--- config.mk ---
export PLATFORM = sky130hd
export DESIGN_NAME = counter_array_top
export DESIGN_NICKNAME = d
export VERILOG_FILES = /design/src/shared/counter_array_pkg.sv /design/src/hw/counter_array_top.sv /design/src/hw/pwm_compare_unit.sv
export SDC_FILE = /design/constraint.sdc
export NUM_CORES = 1
export LEC_CHECK = 0
export ABC_CLOCK_PERIOD_IN_PS = 3700
export BUFFER_PORTS_ARGS = -buffer_cell sky130_fd_sc_hd__buf_2
export CAP_MARGIN = 25
export CORE_MARGIN = 10
export CORE_UTILIZATION = 40
export CTS_BUF_LIST = sky130_fd_sc_hd__clkbuf_8
export CTS_CLUSTER_DIAMETER = 150
export DETAILED_ROUTE_END_ITERATION = 7
export PLACE_DENSITY_LB_ADDON = 0.25
export SYNTH_ARGS = -nofsm -noshare
export SYNTH_HDL_FRONTEND = slang
export SYNTH_HIERARCHICAL = 1
export SYNTH_SLANG_ARGS = --single-unit
--- constraint.sdc ---
create_clock -name aclk -period 3.7 [get_ports aclk]
set_clock_uncertainty 0.05 [all_clocks]
set_input_delay 0.185 -clock aclk [delete_from_list [all_inputs] [get_ports aclk]]
set_output_delay 0.185 -clock aclk [all_outputs]
set_load 0.005 [all_outputs]
--- src/shared/counter_array_pkg.sv ---
// Constants for the counter array: register offsets, field positions, reset values
// and clock divide counts.
// Assumes an AXI4-Lite slave with 32-bit data and an 8-bit byte address.
package counter_array_pkg;
  // Register byte offsets.
  localparam logic [7:0] OFF_CTRL = 8'h00;
  localparam logic [7:0] OFF_MODE = 8'h04;
  localparam logic [7:0] OFF_COUNT = 8'h08;
  localparam logic [7:0] OFF_CFG0 = 8'h10;
  localparam logic [7:0] OFF_CMP0 = 8'h14;
  localparam logic [7:0] OFF_CFG1 = 8'h18;
  localparam logic [7:0] OFF_CMP1 = 8'h1c;
  localparam logic [7:0] OFF_WDCMP = 8'h20;
  // Control register fields.
  localparam int CTRL_OVF_BIT = 7;
  localparam int CTRL_RUN_BIT = 6;
  localparam int CTRL_FORCE_BIT = 2;
  // Mode register fields.
  localparam int MODE_IDLE_BIT = 7;
  localparam int MODE_WDEN_BIT = 6;
  localparam int MODE_LOCK_BIT = 5;
  localparam int MODE_SEL_LSB = 1;
  // Module configuration fields.
  localparam int CFG_WIDE_BIT = 7;
  localparam int CFG_CMPEN_BIT = 6;
  localparam int CFG_MATEN_BIT = 3;
  localparam int CFG_PWM_BIT = 1;
  localparam int CFG_IRQEN_BIT = 0;
  // Reset values.
  localparam logic [7:0] MODE_RESET = 8'h40;
  localparam logic [7:0] CFG_RESET = 8'h00;
  localparam logic [15:0] CMP_RESET = 16'h0000;
  localparam logic [7:0] WD_RESET = 8'h00;
  // Counter clock select codes and divide counts.
  localparam logic [1:0] SEL_DIV12 = 2'h0;
  localparam logic [1:0] SEL_DIV4 = 2'h1;
  localparam logic [1:0] SEL_SYS = 2'h2;
  localparam logic [3:0] DIV_SLOW = 4'hc;
  localparam logic [3:0] DIV_MID = 4'h4;
  localparam logic [3:0] DIV_ONE = 4'h1;
  // Bus responses.
  localparam logic [1:0] RESP_OKAY = 2'h0;
  localparam logic [1:0] RESP_SLVERR = 2'h2;
endpackage : counter_array_pkg

--- src/hw/counter_array_top.sv ---
// Counter array with two 16-bit PWM modules and a watchdog on the counter high byte.
// Assumes an AXI4-Lite master on aclk and an idle indication from the processor on aclk.
//
// Summary of operation
// - Output high on match, low on overflow.
// - Wide PWM needs three enable bits set.
// - Match sets module flag when enabled.
// - Counter overflow sets the overflow flag.
// - Low byte write clears, high sets enable.
// - Duty equals 65536 minus compare, over 65536.
// - Comparator disabled holds the output low.
// - Watchdog fires on low wrap with match.
// - Timeout is 256 reload plus remainder.
// - Writing force flag resets while enabled.
// - High byte write restarts the watchdog.
// - Clock and idle select frozen while enabled.
// - Enable bit or lock bit enables watchdog.
// - Lock holds watchdog on until reset.
// - Reset: watchdog on, divide 12, zeros.
// - Idle suspend halts watchdog in idle.
//
// Chosen here: the address map and the AXI4-Lite slave port.
`timescale 1ns/1ps
`default_nettype none
module counter_array_top (
  // Clock and reset.
  input wire logic aclk,
  input wire logic aresetn,
  // AXI4-Lite write address and data.
  input wire logic [7:0] awaddr,
  input wire logic awvalid,
  output logic awready,
  input wire logic [31:0] wdata,
  input wire logic [3:0] wstrb,
  input wire logic wvalid,
  output logic wready,
  // AXI4-Lite write response.
  output logic [1:0] bresp,
  output logic bvalid,
  input wire logic bready,
  // AXI4-Lite read.
  input wire logic [7:0] araddr,
  input wire logic arvalid,
  output logic arready,
  output logic [31:0] rdata,
  output logic [1:0] rresp,
  output logic rvalid,
  input wire logic rready,
  // Processor state and device outputs.
  input wire logic idle_mode,
  output logic [1:0] module_output_pin,
  output logic watchdog_reset
);
  import counter_array_pkg::*;

  ////////////////////////////////////////////////////////////////////////////////
  // State.

  logic [15:0] count; // Shared counter.
  logic [3:0] prescale; // Counter clock divider.
  logic step; // Counter took a new value last edge.
  logic ovf_flag; // Counter overflow flag.
  logic run_bit; // Software run control.
  logic [1:0] match_flag; // Per-module match flags.
  logic idle_sus; // Suspend counting in idle.
  logic wd_en; // Watchdog enable bit.
  logic wd_lock; // Watchdog lock bit.
  logic [1:0] clk_sel; // Counter clock select.
  logic [1:0][7:0] cfg; // Module configuration.
  logic [1:0][15:0] cmp; // Module compare values.
  logic [7:0] wd_reload; // Watchdog reload byte.
  logic [7:0] wd_offset; // Watchdog offset byte.
  logic [1:0] pwm_match; // Match pulses from the modules.
  logic [31:0] rd_data; // Read mux output.

  ////////////////////////////////////////////////////////////////////////////////
  // Bus decode.

  // A write is taken when address and data are both offered and no response waits.
  wire wr_go = awvalid & wvalid & ~bvalid;
  assign awready = wr_go;
  assign wready = wr_go;
  wire lo_we = wstrb[0];
  wire hi_we = wstrb[1];
  wire wr_ctrl = wr_go & (awaddr == OFF_CTRL);
  wire wr_mode = wr_go & (awaddr == OFF_MODE);
  wire wr_wd = wr_go & (awaddr == OFF_WDCMP);
  wire [1:0] wr_cfg = {wr_go & (awaddr == OFF_CFG1), wr_go & (awaddr == OFF_CFG0)};
  wire [1:0] wr_cmp = {wr_go & (awaddr == OFF_CMP1), wr_go & (awaddr == OFF_CMP0)};
  wire wr_hit = wr_ctrl | wr_mode | wr_wd | (|wr_cfg) | (|wr_cmp) | (awaddr == OFF_COUNT);
  // A read is taken when an address is offered and no read data waits.
  wire rd_go = arvalid & ~rvalid;
  assign arready = rd_go;

  ////////////////////////////////////////////////////////////////////////////////
  // Counter clock and counter.

  wire wd_on = wd_en | wd_lock;
  // Divide count for the selected counter clock.
  wire [3:0] div_max = (clk_sel == SEL_SYS) ? DIV_ONE :
                       (clk_sel == SEL_DIV4) ? DIV_MID : DIV_SLOW;
  wire pre_done = (prescale >= div_max - 4'h1);
  // Counting stops in idle when suspend is chosen, which also holds the watchdog.
  wire cnt_go = (run_bit | wd_on) & ~(idle_sus & idle_mode);
  wire tick = cnt_go & pre_done;

  // Divider produces one tick per counter clock.
  always_ff @(posedge aclk) begin
    if (!aresetn) begin
      prescale <= 4'h0;
    end else if (!cnt_go || pre_done) begin
      prescale <= 4'h0;
    end else begin
      prescale <= prescale + 4'h1;
    end
  end

  // Counter steps once per tick; the low byte carries into the high byte.
  always_ff @(posedge aclk) begin
    if (!aresetn) begin
      count <= 16'h0000;
      step <= 1'b0;
    end else begin
      step <= tick;
      if (tick) begin
        count <= count + 16'h0001;
      end
    end
  end

  ////////////////////////////////////////////////////////////////////////////////
  // PWM modules.

  for (genvar i = 0; i < 2; i++) begin : g_pwm
    pwm_compare_unit u_unit (
      .aclk(aclk),
      .aresetn(aresetn),
      .step(step),
      .count(count),
      .compare(cmp[i]),
      .cmp_en(cfg[i][CFG_CMPEN_BIT]),
      .pwm_en(cfg[i][CFG_PWM_BIT]),
      .wide_sel(cfg[i][CFG_WIDE_BIT]),
      .pin(module_output_pin[i]),
      .match(pwm_match[i])
    );
  end

  // Configuration and compare storage; byte writes steer the comparator enable.
  always_ff @(posedge aclk) begin
    if (!aresetn) begin
      cfg <= {2{CFG_RESET}};
      cmp <= {2{CMP_RESET}};
    end else begin
      for (int i = 0; i < 2; i++) begin
        if (wr_cfg[i] && lo_we) begin
          cfg[i] <= wdata[7:0];
        end
        if (wr_cmp[i] && lo_we) begin
          cmp[i][7:0] <= wdata[7:0];
          cfg[i][CFG_CMPEN_BIT] <= 1'b0;
        end
        if (wr_cmp[i] && hi_we) begin
          cmp[i][15:8] <= wdata[15:8];
          cfg[i][CFG_CMPEN_BIT] <= 1'b1;
        end
      end
    end
  end

  ////////////////////////////////////////////////////////////////////////////////
  // Control flags; a hardware set wins over a software clear in the same cycle.

  wire ovf_set = tick & (count == 16'hffff);
  wire [1:0] flag_set = {pwm_match[1] & cfg[1][CFG_MATEN_BIT],
                         pwm_match[0] & cfg[0][CFG_MATEN_BIT]};
  always_ff @(posedge aclk) begin
    if (!aresetn) begin
      ovf_flag <= 1'b0;
      run_bit <= 1'b0;
      match_flag <= 2'h0;
    end else begin
      if (wr_ctrl && lo_we) begin
        run_bit <= wdata[CTRL_RUN_BIT];
      end
      if (ovf_set) begin
        ovf_flag <= 1'b1;
      end else if (wr_ctrl && lo_we) begin
        ovf_flag <= wdata[CTRL_OVF_BIT];
      end
      for (int i = 0; i < 2; i++) begin
        if (flag_set[i]) begin
          match_flag[i] <= 1'b1;
        end else if (wr_ctrl && lo_we) begin
          match_flag[i] <= wdata[i];
        end
      end
    end
  end

  ////////////////////////////////////////////////////////////////////////////////
  // Watchdog.

  // Mode writes; select fields are frozen while the watchdog runs, lock is sticky.
  always_ff @(posedge aclk) begin
    if (!aresetn) begin
      wd_en <= MODE_RESET[MODE_WDEN_BIT];
      wd_lock <= MODE_RESET[MODE_LOCK_BIT];
      idle_sus <= MODE_RESET[MODE_IDLE_BIT];
      clk_sel <= MODE_RESET[MODE_SEL_LSB +: 2];
    end else if (wr_mode && lo_we) begin
      wd_en <= wdata[MODE_WDEN_BIT];
      wd_lock <= wd_lock | wdata[MODE_LOCK_BIT];
      if (!wd_on) begin
        idle_sus <= wdata[MODE_IDLE_BIT];
        clk_sel <= wdata[MODE_SEL_LSB +: 2];
      end
    end
  end

  // The new reload byte is used when both bytes arrive in one write.
  wire [7:0] reload_eff = lo_we ? wdata[7:0] : wd_reload;
  wire [7:0] next_offset = count[15:8] + reload_eff;
  // Restart: offset becomes the high counter byte plus the reload count.
  always_ff @(posedge aclk) begin
    if (!aresetn) begin
      wd_reload <= WD_RESET;
      wd_offset <= WD_RESET;
    end else if (wr_wd) begin
      if (lo_we) begin
        wd_reload <= wdata[7:0];
      end
      if (hi_we) begin
        wd_offset <= next_offset;
      end
    end
  end

  // Expiry on a low byte wrap while the high byte equals the offset, or a forced one.
  wire wd_expire = tick & wd_on & (count[7:0] == 8'hff) & (count[15:8] == wd_offset);
  wire wd_force = wr_ctrl & lo_we & wdata[CTRL_FORCE_BIT] & wd_on;
  always_ff @(posedge aclk) begin
    if (!aresetn) begin
      watchdog_reset <= 1'b0;
    end else begin
      watchdog_reset <= wd_expire | wd_force;
    end
  end

  ////////////////////////////////////////////////////////////////////////////////
  // Bus responses.

  // Read mux; unmapped addresses read zero.
  always_comb begin
    rd_data = 32'h0000_0000;
    case (araddr)
      OFF_CTRL: rd_data = {24'h000000, ovf_flag, run_bit, 4'h0, match_flag};
      OFF_MODE: rd_data = {24'h000000, idle_sus, wd_en, wd_lock, 2'h0, clk_sel, 1'b0};
      OFF_COUNT: rd_data = {16'h0000, count};
      OFF_CFG0: rd_data = {24'h000000, cfg[0]};
      OFF_CMP0: rd_data = {16'h0000, cmp[0]};
      OFF_CFG1: rd_data = {24'h000000, cfg[1]};
      OFF_CMP1: rd_data = {16'h0000, cmp[1]};
      OFF_WDCMP: rd_data = {16'h0000, wd_offset, wd_reload};
      default: rd_data = 32'h0000_0000;
    endcase
  end
  wire rd_hit = (araddr == OFF_CTRL) | (araddr == OFF_MODE) | (araddr == OFF_COUNT) |
                (araddr == OFF_CFG0) | (araddr == OFF_CMP0) | (araddr == OFF_CFG1) |
                (araddr == OFF_CMP1) | (araddr == OFF_WDCMP);

  // Read data stands until the master takes it.
  always_ff @(posedge aclk) begin
    if (!aresetn) begin
      rvalid <= 1'b0;
      rdata <= 32'h0000_0000;
      rresp <= RESP_OKAY;
    end else if (rd_go) begin
      rvalid <= 1'b1;
      rdata <= rd_data;
      rresp <= rd_hit ? RESP_OKAY : RESP_SLVERR;
    end else if (rready) begin
      rvalid <= 1'b0;
    end
  end

  // Write response stands until the master takes it.
  always_ff @(posedge aclk) begin
    if (!aresetn) begin
      bvalid <= 1'b0;
      bresp <= RESP_OKAY;
    end else if (wr_go) begin
      bvalid <= 1'b1;
      bresp <= wr_hit ? RESP_OKAY : RESP_SLVERR;
    end else if (bready) begin
      bvalid <= 1'b0;
    end
  end

  ////////////////////////////////////////////////////////////////////////////////
  // Checks.

  a_wd_expire: assert property (@(posedge aclk) disable iff (!aresetn)
    wd_expire |=> watchdog_reset) else $error("watchdog expiry gave no reset");
  a_wd_force: assert property (@(posedge aclk) disable iff (!aresetn)
    wd_force |=> watchdog_reset) else $error("forced watchdog gave no reset");
  a_wd_quiet_off: assert property (@(posedge aclk) disable iff (!aresetn)
    !wd_on |=> !watchdog_reset) else $error("reset while watchdog disabled");
  a_lock_holds: assert property (@(posedge aclk) disable iff (!aresetn)
    wd_lock |=> wd_lock && wd_on) else $error("locked watchdog turned off");
  a_select_frozen: assert property (@(posedge aclk) disable iff (!aresetn)
    wd_on |=> $stable(clk_sel) && $stable(idle_sus)) else $error("select changed");
  a_idle_holds: assert property (@(posedge aclk) disable iff (!aresetn)
    (idle_sus && idle_mode) |=> $stable(count)) else $error("counted in idle");
  a_ovf_flag: assert property (@(posedge aclk) disable iff (!aresetn)
    ovf_set |=> ovf_flag) else $error("overflow flag not set");
  a_match_flag: assert property (@(posedge aclk) disable iff (!aresetn)
    flag_set[0] |=> match_flag[0]) else $error("match flag not set");
  a_low_clears: assert property (@(posedge aclk) disable iff (!aresetn)
    (wr_cmp[0] && lo_we && !hi_we) |=> !cfg[0][CFG_CMPEN_BIT])
    else $error("low byte write left comparator on");
  a_restart_offset: assert property (@(posedge aclk) disable iff (!aresetn)
    (wr_wd && hi_we) |=> wd_offset == $past(next_offset)) else $error("bad offset");
  a_count_step: assert property (@(posedge aclk) disable iff (!aresetn)
    tick |=> count == $past(count) + 16'h0001) else $error("counter did not step");
  c_wd_expire: cover property (@(posedge aclk) disable iff (!aresetn) wd_expire);
  c_wd_force: cover property (@(posedge aclk) disable iff (!aresetn) wd_force);
  c_overflow: cover property (@(posedge aclk) disable iff (!aresetn) ovf_set);
  c_pwm_flag: cover property (@(posedge aclk) disable iff (!aresetn) flag_set[1]);
endmodule : counter_array_top
`default_nettype wire

--- src/hw/pwm_compare_unit.sv ---
// One 16-bit PWM compare module of the counter array.
// Assumes count is the shared counter and step is high the cycle after it moved.
`timescale 1ns/1ps
`default_nettype none
module pwm_compare_unit (
  // Clock and reset.
  input wire logic aclk,
  input wire logic aresetn,
  // Shared counter.
  input wire logic step,
  input wire logic [15:0] count,
  // Module settings.
  input wire logic [15:0] compare,
  input wire logic cmp_en,
  input wire logic pwm_en,
  input wire logic wide_sel,
  // Results.
  output logic pin,
  output logic match
);
  // The module is in 16-bit PWM only with all three bits set.
  wire active = cmp_en & pwm_en & wide_sel;
  // A fresh counter value equal to the compare value is a match.
  assign match = step & active & (count == compare);
  // Counter just wrapped to zero.
  wire wrap = step & (count == 16'h0000);

  // Output: high on match, low on wrap; match wins so a compare of zero stays high.
  always_ff @(posedge aclk) begin
    if (!aresetn) begin
      pin <= 1'b0;
    end else if (!active) begin
      pin <= 1'b0;
    end else if (match) begin
      pin <= 1'b1;
    end else if (wrap) begin
      pin <= 1'b0;
    end
  end

  a_pin_rise_match: assert property (@(posedge aclk) disable iff (!aresetn)
    match |=> pin) else $error("pwm output not high after match");
  a_pin_fall_wrap: assert property (@(posedge aclk) disable iff (!aresetn)
    (wrap && compare != 16'h0000) |=> !pin) else $error("pwm output not low after wrap");
  a_pin_off_idle: assert property (@(posedge aclk) disable iff (!aresetn)
    !active |=> !pin) else $error("pwm output high while not enabled");
  c_pin_rises: cover property (@(posedge aclk) disable iff (!aresetn) !pin ##1 pin);
endmodule : pwm_compare_unit
`default_nettype wire

* Word level (Yosys, flattened, before mapping) *
Index checks and enable logic that the tools add are counted.

word-level totals
  output and inout bits = 44
  bits in registers = 135
  logic and storage cells = 161
  input bits = 60

cells by class
  equal/unequal tests = 21
  add/subtract/negate cells = 4
  reduce and logical (&&, ||, !) cells = 29
  bitwise gates (word level) = 52
  mux-type cells = 25
  magnitude comparators = 1

operators with widths
  operator                 number
  $pmux W16 S8             1
  $eq A8 B5 Y1 const B     8
  $eq A16 B16 Y1           2
  $and A1 B1 Y1            31
  $mux W1                  17
  $add A16 B1 Y16 const B  1
  $eq A16 B16 Y1 const B   1
  $eq A8 B3 Y1 const B     2
  $eq A8 B4 Y1 const B     2
  $eq A8 B6 Y1 const B     2
  $logic_not A16 Y1        1
  $logic_not A8 Y1         2
  $or A1 B1 Y1             16
  $mux W7                  2
  $reduce_bool A2 Y1       7
  $add A8 B8 Y8            1
  $eq A8 B8 Y1             1
  $eq A8 B8 Y1 const B     1
  $logic_and A1 B1 Y1      8
  $mux W4                  2
  $mux W8                  1
  $reduce_and A2 Y1        4
  $reduce_bool A3 Y1       2
  $reduce_or A2 Y1         3
  other kinds (9)          14

* Logic depth before layout (Yosys ltp) *
  depth after elaboration = 10
  depth in mapped cells = 11
  gate-level depth less buffers = 9

* By module *
Netlist, hierarchy kept.

modules (own cells, without submodules)
  module             sequential area each (um^2)  area each (um^2)  times used  cells an instance
  counter_array_top  2302.2                       5958.2            1           704
  pwm_compare_unit   20.0                         291.5             2           31

* Least setup slack after synthesis *
OpenSTA, ideal clock, no wires.

  path type = input port to flip-flop
  start = in wstrb[0]
  end = reg wd_offset[6]
  buffers on the path = 1
  required time = 3.528 ns
  setup slack = 1.200 ns
  arrival = 2.328 ns
  stages on the path = 10
  library setup time = 0.122 ns
  cell sequence = buf_1 mux2_2 ha_1 inv_1 fa_1 nor2b_1 o31a_1 o21ai_0 a2111oi_4 a311o_1

on the way
  longest elaborated chain between the ends = 2

RTL lines
  what                    line                      RTL
  start: declaration      counter_array_top.sv:34   input wire logic [3:0] wstrb,
  $mux W8                 -
  net reload_eff[0]       counter_array_top.sv:222  wire [7:0] reload_eff = lo_we ? wdata[7:0] : wd_reload;
  $add A8 B8 Y8           counter_array_top.sv:223  wire [7:0] next_offset = count[15:8] + reload_eff;
  end signal: assignment  counter_array_top.sv:234  wd_offset <= next_offset;
  end: declaration        counter_array_top.sv:72   logic [7:0] wd_offset;

The timed path passes the listed nets, and every way through them passes these cells.
A chain may end at the register's enable or synchronous reset.

* Worst setup path in the final report *
  start = reg clk_sel[0]
  end = reg count[10]

on the way
  longest elaborated chain between the ends = 6
  elaborated cells on any way between the ends = 7
  classes of those cells = 1 x add/sub; 1 x order compare; 2 x eq/ne; 2 x mux; 1 x bitwise

RTL lines
  what                      line                      RTL
  start: declaration        counter_array_top.sv:68   logic [1:0] clk_sel;
  start signal: assignment  counter_array_top.sv:210  clk_sel <= MODE_RESET[MODE_SEL_LSB +: 2];
  start signal: assignment  counter_array_top.sv:216  clk_sel <= wdata[MODE_SEL_LSB +: 2];
  $eq A2 B1 Y1              counter_array_top.sv:101  (clk_sel == SEL_DIV4) ? DIV_MID : DIV_SLOW;
  $mux W4                   counter_array_top.sv:101
  $mux W4 *                 counter_array_top.sv:100  wire [3:0] div_max = (clk_sel == SEL_SYS) ? DIV_ONE :
  $sub A4 B1 Y4 *           counter_array_top.sv:102  wire pre_done = (prescale >= div_max - 4'h1);
  $ge A4 B4 Y1 *            counter_array_top.sv:102
  $and A1 B1 Y1 *           counter_array_top.sv:105  wire tick = cnt_go & pre_done;
  end signal: assignment    counter_array_top.sv:126  count <= count + 16'h0001;
  end: declaration          counter_array_top.sv:59   logic [15:0] count;

Every way passes the cells marked *; elsewhere a longest branch is shown, timed or not.

==> impl_metrics.yaml <==
clock_network:
  cts-htree-levels: 4
  cts_tree: "done"
  tritoncts.num_buffers: 17
  cts_resized: 0
  tritoncts_num_sinks: 117
  clock_path_buffers: 2
  clk_transition_reported_paths_ns: 0.07
  clk_root_buffer_cell: "sky130_fd_sc_hd__clkbuf_8"
  clk-insertion-delay-late_ns: 0.46
die:
  ios: 104
  placeableCoreArea_um2: 15940
  core.rowCount: 46
  die_height_um: 147.9
  initial_util_pct: 41.03
  chipWidth_um: 147.9
  design.die.area_um2: 21870
hold_path:
  min-delay-start: "wdata[7]"
  hold_path.class: "input port to register"
  min_to: "cmp[7]$_SDFFE_PN0P_"
  hold_depth: 3
sta:
  fin_setup_tns_ns: 0
  finalWorstPathRequiredPeriod_ns: 2.527
  holdWs_ns: 0.02232
  layout_worst_path_cycle_share_pct: 68.29
  slew_viol_final: 0
  achievable-frequency_mhz: 395.8
  setup_violations: 0
  finalHoldViolCount: 0
  slew-limit-headroom_pct: 33.13
  rsz0062_at_grt: "false"
  tightest_slew_ns: 1.003
setup_path:
  worstSetupStartpointType: "register"
  timing.critical_path.cells: "inv_1 -> ha_1 -> inv_1 -> ha_1 -> nand2b_1 -> a211o_1 -> a21oi_2 -> buf_4 -> or4_1 -> a21oi_1"
  rr_worst_depth: 10
  crit_slowest_cell: "sky130_fd_sc_hd__a21oi_2"
  cp.depth: 10
  timing.critical_path.to_type: "register"
  cp_data_arrival_time_ns: 2.77
  crit_path_max_incr_delay_ns: 0.49
  crit_path_max_fanout: 15
  worst-path-buf-inv: 3
  worst_ep_required_time_ns: 3.95
  regToRegStartpoint: "clk_sel[0]$_SDFFE_PN0P_"
  r2r_setup_slack_ns: 1.17
  cp_top_family: "compound AO/OA/AOI/OAI gates"
  worstReg2RegEnd: "count[10]$_SDFFE_PN0P_"
  path_class: "register to register"
pwr:
  power_density_nw_per_um2: 356.7
  ir_drop_mv: 0.3455
  power_leakage_uw: 0.002806
  total_power_uw: 2662
detailed_routing:
  detail_route.first_pass.iterations: 5
  wire_length_per_cell_after_detailed_routing_um: 19.23
  detail_route.vias_per_cell: 5.507
  routed_wirelength_um: 20290
  num_vias: 5810
  drt.antenna.violating_nets: 0
  route.detailed.drc: 0
  drt_iter0_drc: 555
placement:
  placement.cell_area_um2: 6918
  numPortBuffers: 67
  gp_congestion: 0.9241
  place_hpwl_um: 14720
yosys:
  ys.flop_type: "sky130_fd_sc_hd__dfxtp_1"
  synth_top_cells_by_count: "sky130_fd_sc_hd__dfxtp_1, sky130_fd_sc_hd__nand2_1, sky130_fd_sc_hd__a21oi_1"
  post_synth_inst_count: 766
  synth_edf_count: 0
  syn-mean-instance-area_um2: 8.540
  synth_seq_area_share_pct: 35.81
  ys_top_cells_by_area: "sky130_fd_sc_hd__dfxtp_1, sky130_fd_sc_hd__mux2i_1, sky130_fd_sc_hd__nand2_1, sky130_fd_sc_hd__a21oi_1, sky130_fd_sc_hd__xnor2_1"
  synth_top_area_share_pct: 35.81
  syn-cell-area_um2: 6541
  yosys.cell_types.count: 69
  synth_top_cell_by_area: "sky130_fd_sc_hd__dfxtp_1"
  ys_seq_elements: 117
  yosys.cell_count.top_type: "sky130_fd_sc_hd__dfxtp_1"
  async_reset_ff_share_pct: 0
  yosysWarningCount: 6
cells_and_area:
  post_route_cells_drive_above_1_share_pct: 16.81
  fill_cells: 1607
  post_route_cell_area_um2: 7462
  finish.net_count: 901
  areaGrowthSynthToFinish_pct: 14.08
  antenna_cells: 0
  final_core_utilization_pct: 46.81
grt:
  grt_overflow: 0
  globalRouteTotalUtil_pct: 18.35
  grt_start_max_net_pins: 87
  first_global_vias: 5583
  wire_length_of_the_first_global_routing_pass_um: 31640
  antenna_found_initial: 0
outcome:
  status: "complete, no violations"
flow_run:
  max-cap-violations: 0
per-stage QoR:
step	cells	setup slack, ns
after floorplan	783	1.200
after global placement	1010	1.098
after detailed placement	1010	1.092
after CTS	1055	1.173
after global routing	1055	0.9678
final	1055	1.173
cells by family (layout without fill, tap and decap cells):
kind of cell,count (synthesis),after routing,share of synthesized area [%]
other,1,18,0.05733
multiplexers,61,61,10.18
buffers and inverters,75,131,5.853
flip-flops,117,117,35.81
AO/OA/AOI/OAI,158,158,15.55
adder cells (fa/ha/maj),14,14,2.793
AND/OR/NAND/NOR,297,297,24.01
XOR/XNOR,43,43,5.757
cell usage in the layout (no fill, tap or decap), drive strengths merged, types with 6 or more instances in the layout:
master,Yosys,layout
a221oi,12,12
conb,1,18
nor3,14,14
dlygate4sd3,0,14
xor2,16,16
buf,31,71
clkbuf,29,22
or4,11,11
and3,7,7
inv,15,16
nand3,18,18
ha,13,13
mux2i,44,44
nor2b,14,14
a22oi,10,10
nand4,12,12
nand2b,11,11
nor2,57,57
or2,6,6
nor4,15,15
a21oi,65,65
o31ai,6,6
xnor2,27,27
o22ai,7,7
o21ai,30,30
dfxtp,117,117
mux2,14,14
nand2,110,110
area by class of cell:
class / count / area, um^2 / share of cell area (%)
clock buffers: 22 / 302.8 / 4.058
clock inverters: 9 / 101.3 / 1.358
inverters: 15 / 56.30 / 0.7545
multi-input cells: 591 / 3884 / 52.05
flip-flops and latches: 117 / 2342 / 31.39
well taps: 216 / 270.3 / 3.622
repair buffers: 85 / 505.5 / 6.774
power breakdown:
group | leakage, uW | switching, uW | internal [uW]
sequential | 0.000943 | 4.44 | 1270
combinational | 0.00166 | 116 | 61.5
clock | 0.000204 | 537 | 677
total | 0.00281 | 658 | 2000
worst register-to-register path, delay by kind of cell, from the launching register on:
kind / cells / cell delay (ns)
compound gates: 3 / 0.85
flops: 1 / 0.39
buf+inv: 3 / 0.39
simple gates: 2 / 0.26
fa+ha+maj: 2 / 0.42
timing repair:
action	CTS	global route
hold buffers	14	0
endpoints found under the hold margin	27	0
setup buffers	0	0
worst max path at each step:
stage                            startpoint  slack (ns)                         to
global placement                   wstrb[0]        1.10  wd_offset[6]$_SDFFE_PN0P_
detailed placement                 wstrb[0]        1.09  wd_offset[6]$_SDFFE_PN0P_
floorplan                          wstrb[0]        1.20  wd_offset[6]$_SDFFE_PN0P_
CTS                 clk_sel[0]$_SDFFE_PN0P_        1.17     count[10]$_SDFFE_PN0P_
finish              clk_sel[0]$_SDFFE_PN0P_        1.17     count[10]$_SDFFE_PN0P_
global route        clk_sel[0]$_SDFFE_PN0P_        0.97     count[10]$_SDFFE_PN0P_
routing by layer:
metal / GRT usage [%] / wire length (um) / up-vias
li1: - / - / 2838
met1: 24.32 / 9271 / 2708
met2: 27.93 / 9052 / 235
met3: 5.617 / 1700 / 29
met4: 5.600 / 262 / 0
met5: 0 / 0 / -
registers in the layout, summed over array words and instances (netlist names):
register and count:
match_flag 2, wd_reload 8, ovf_flag 1, bvalid 1
bresp 1, g_pwm.u_unit/pin 2, run_bit 1, cmp 32
wd_en 1, wd_lock 1, prescale 4, step 1
cfg 16, wd_offset 8, rresp 1, count 16
idle_sus 1, clk_sel 2, watchdog_reset 1, rvalid 1
rdata 16
No activity file was read; power rests on OpenSTA's default activity.
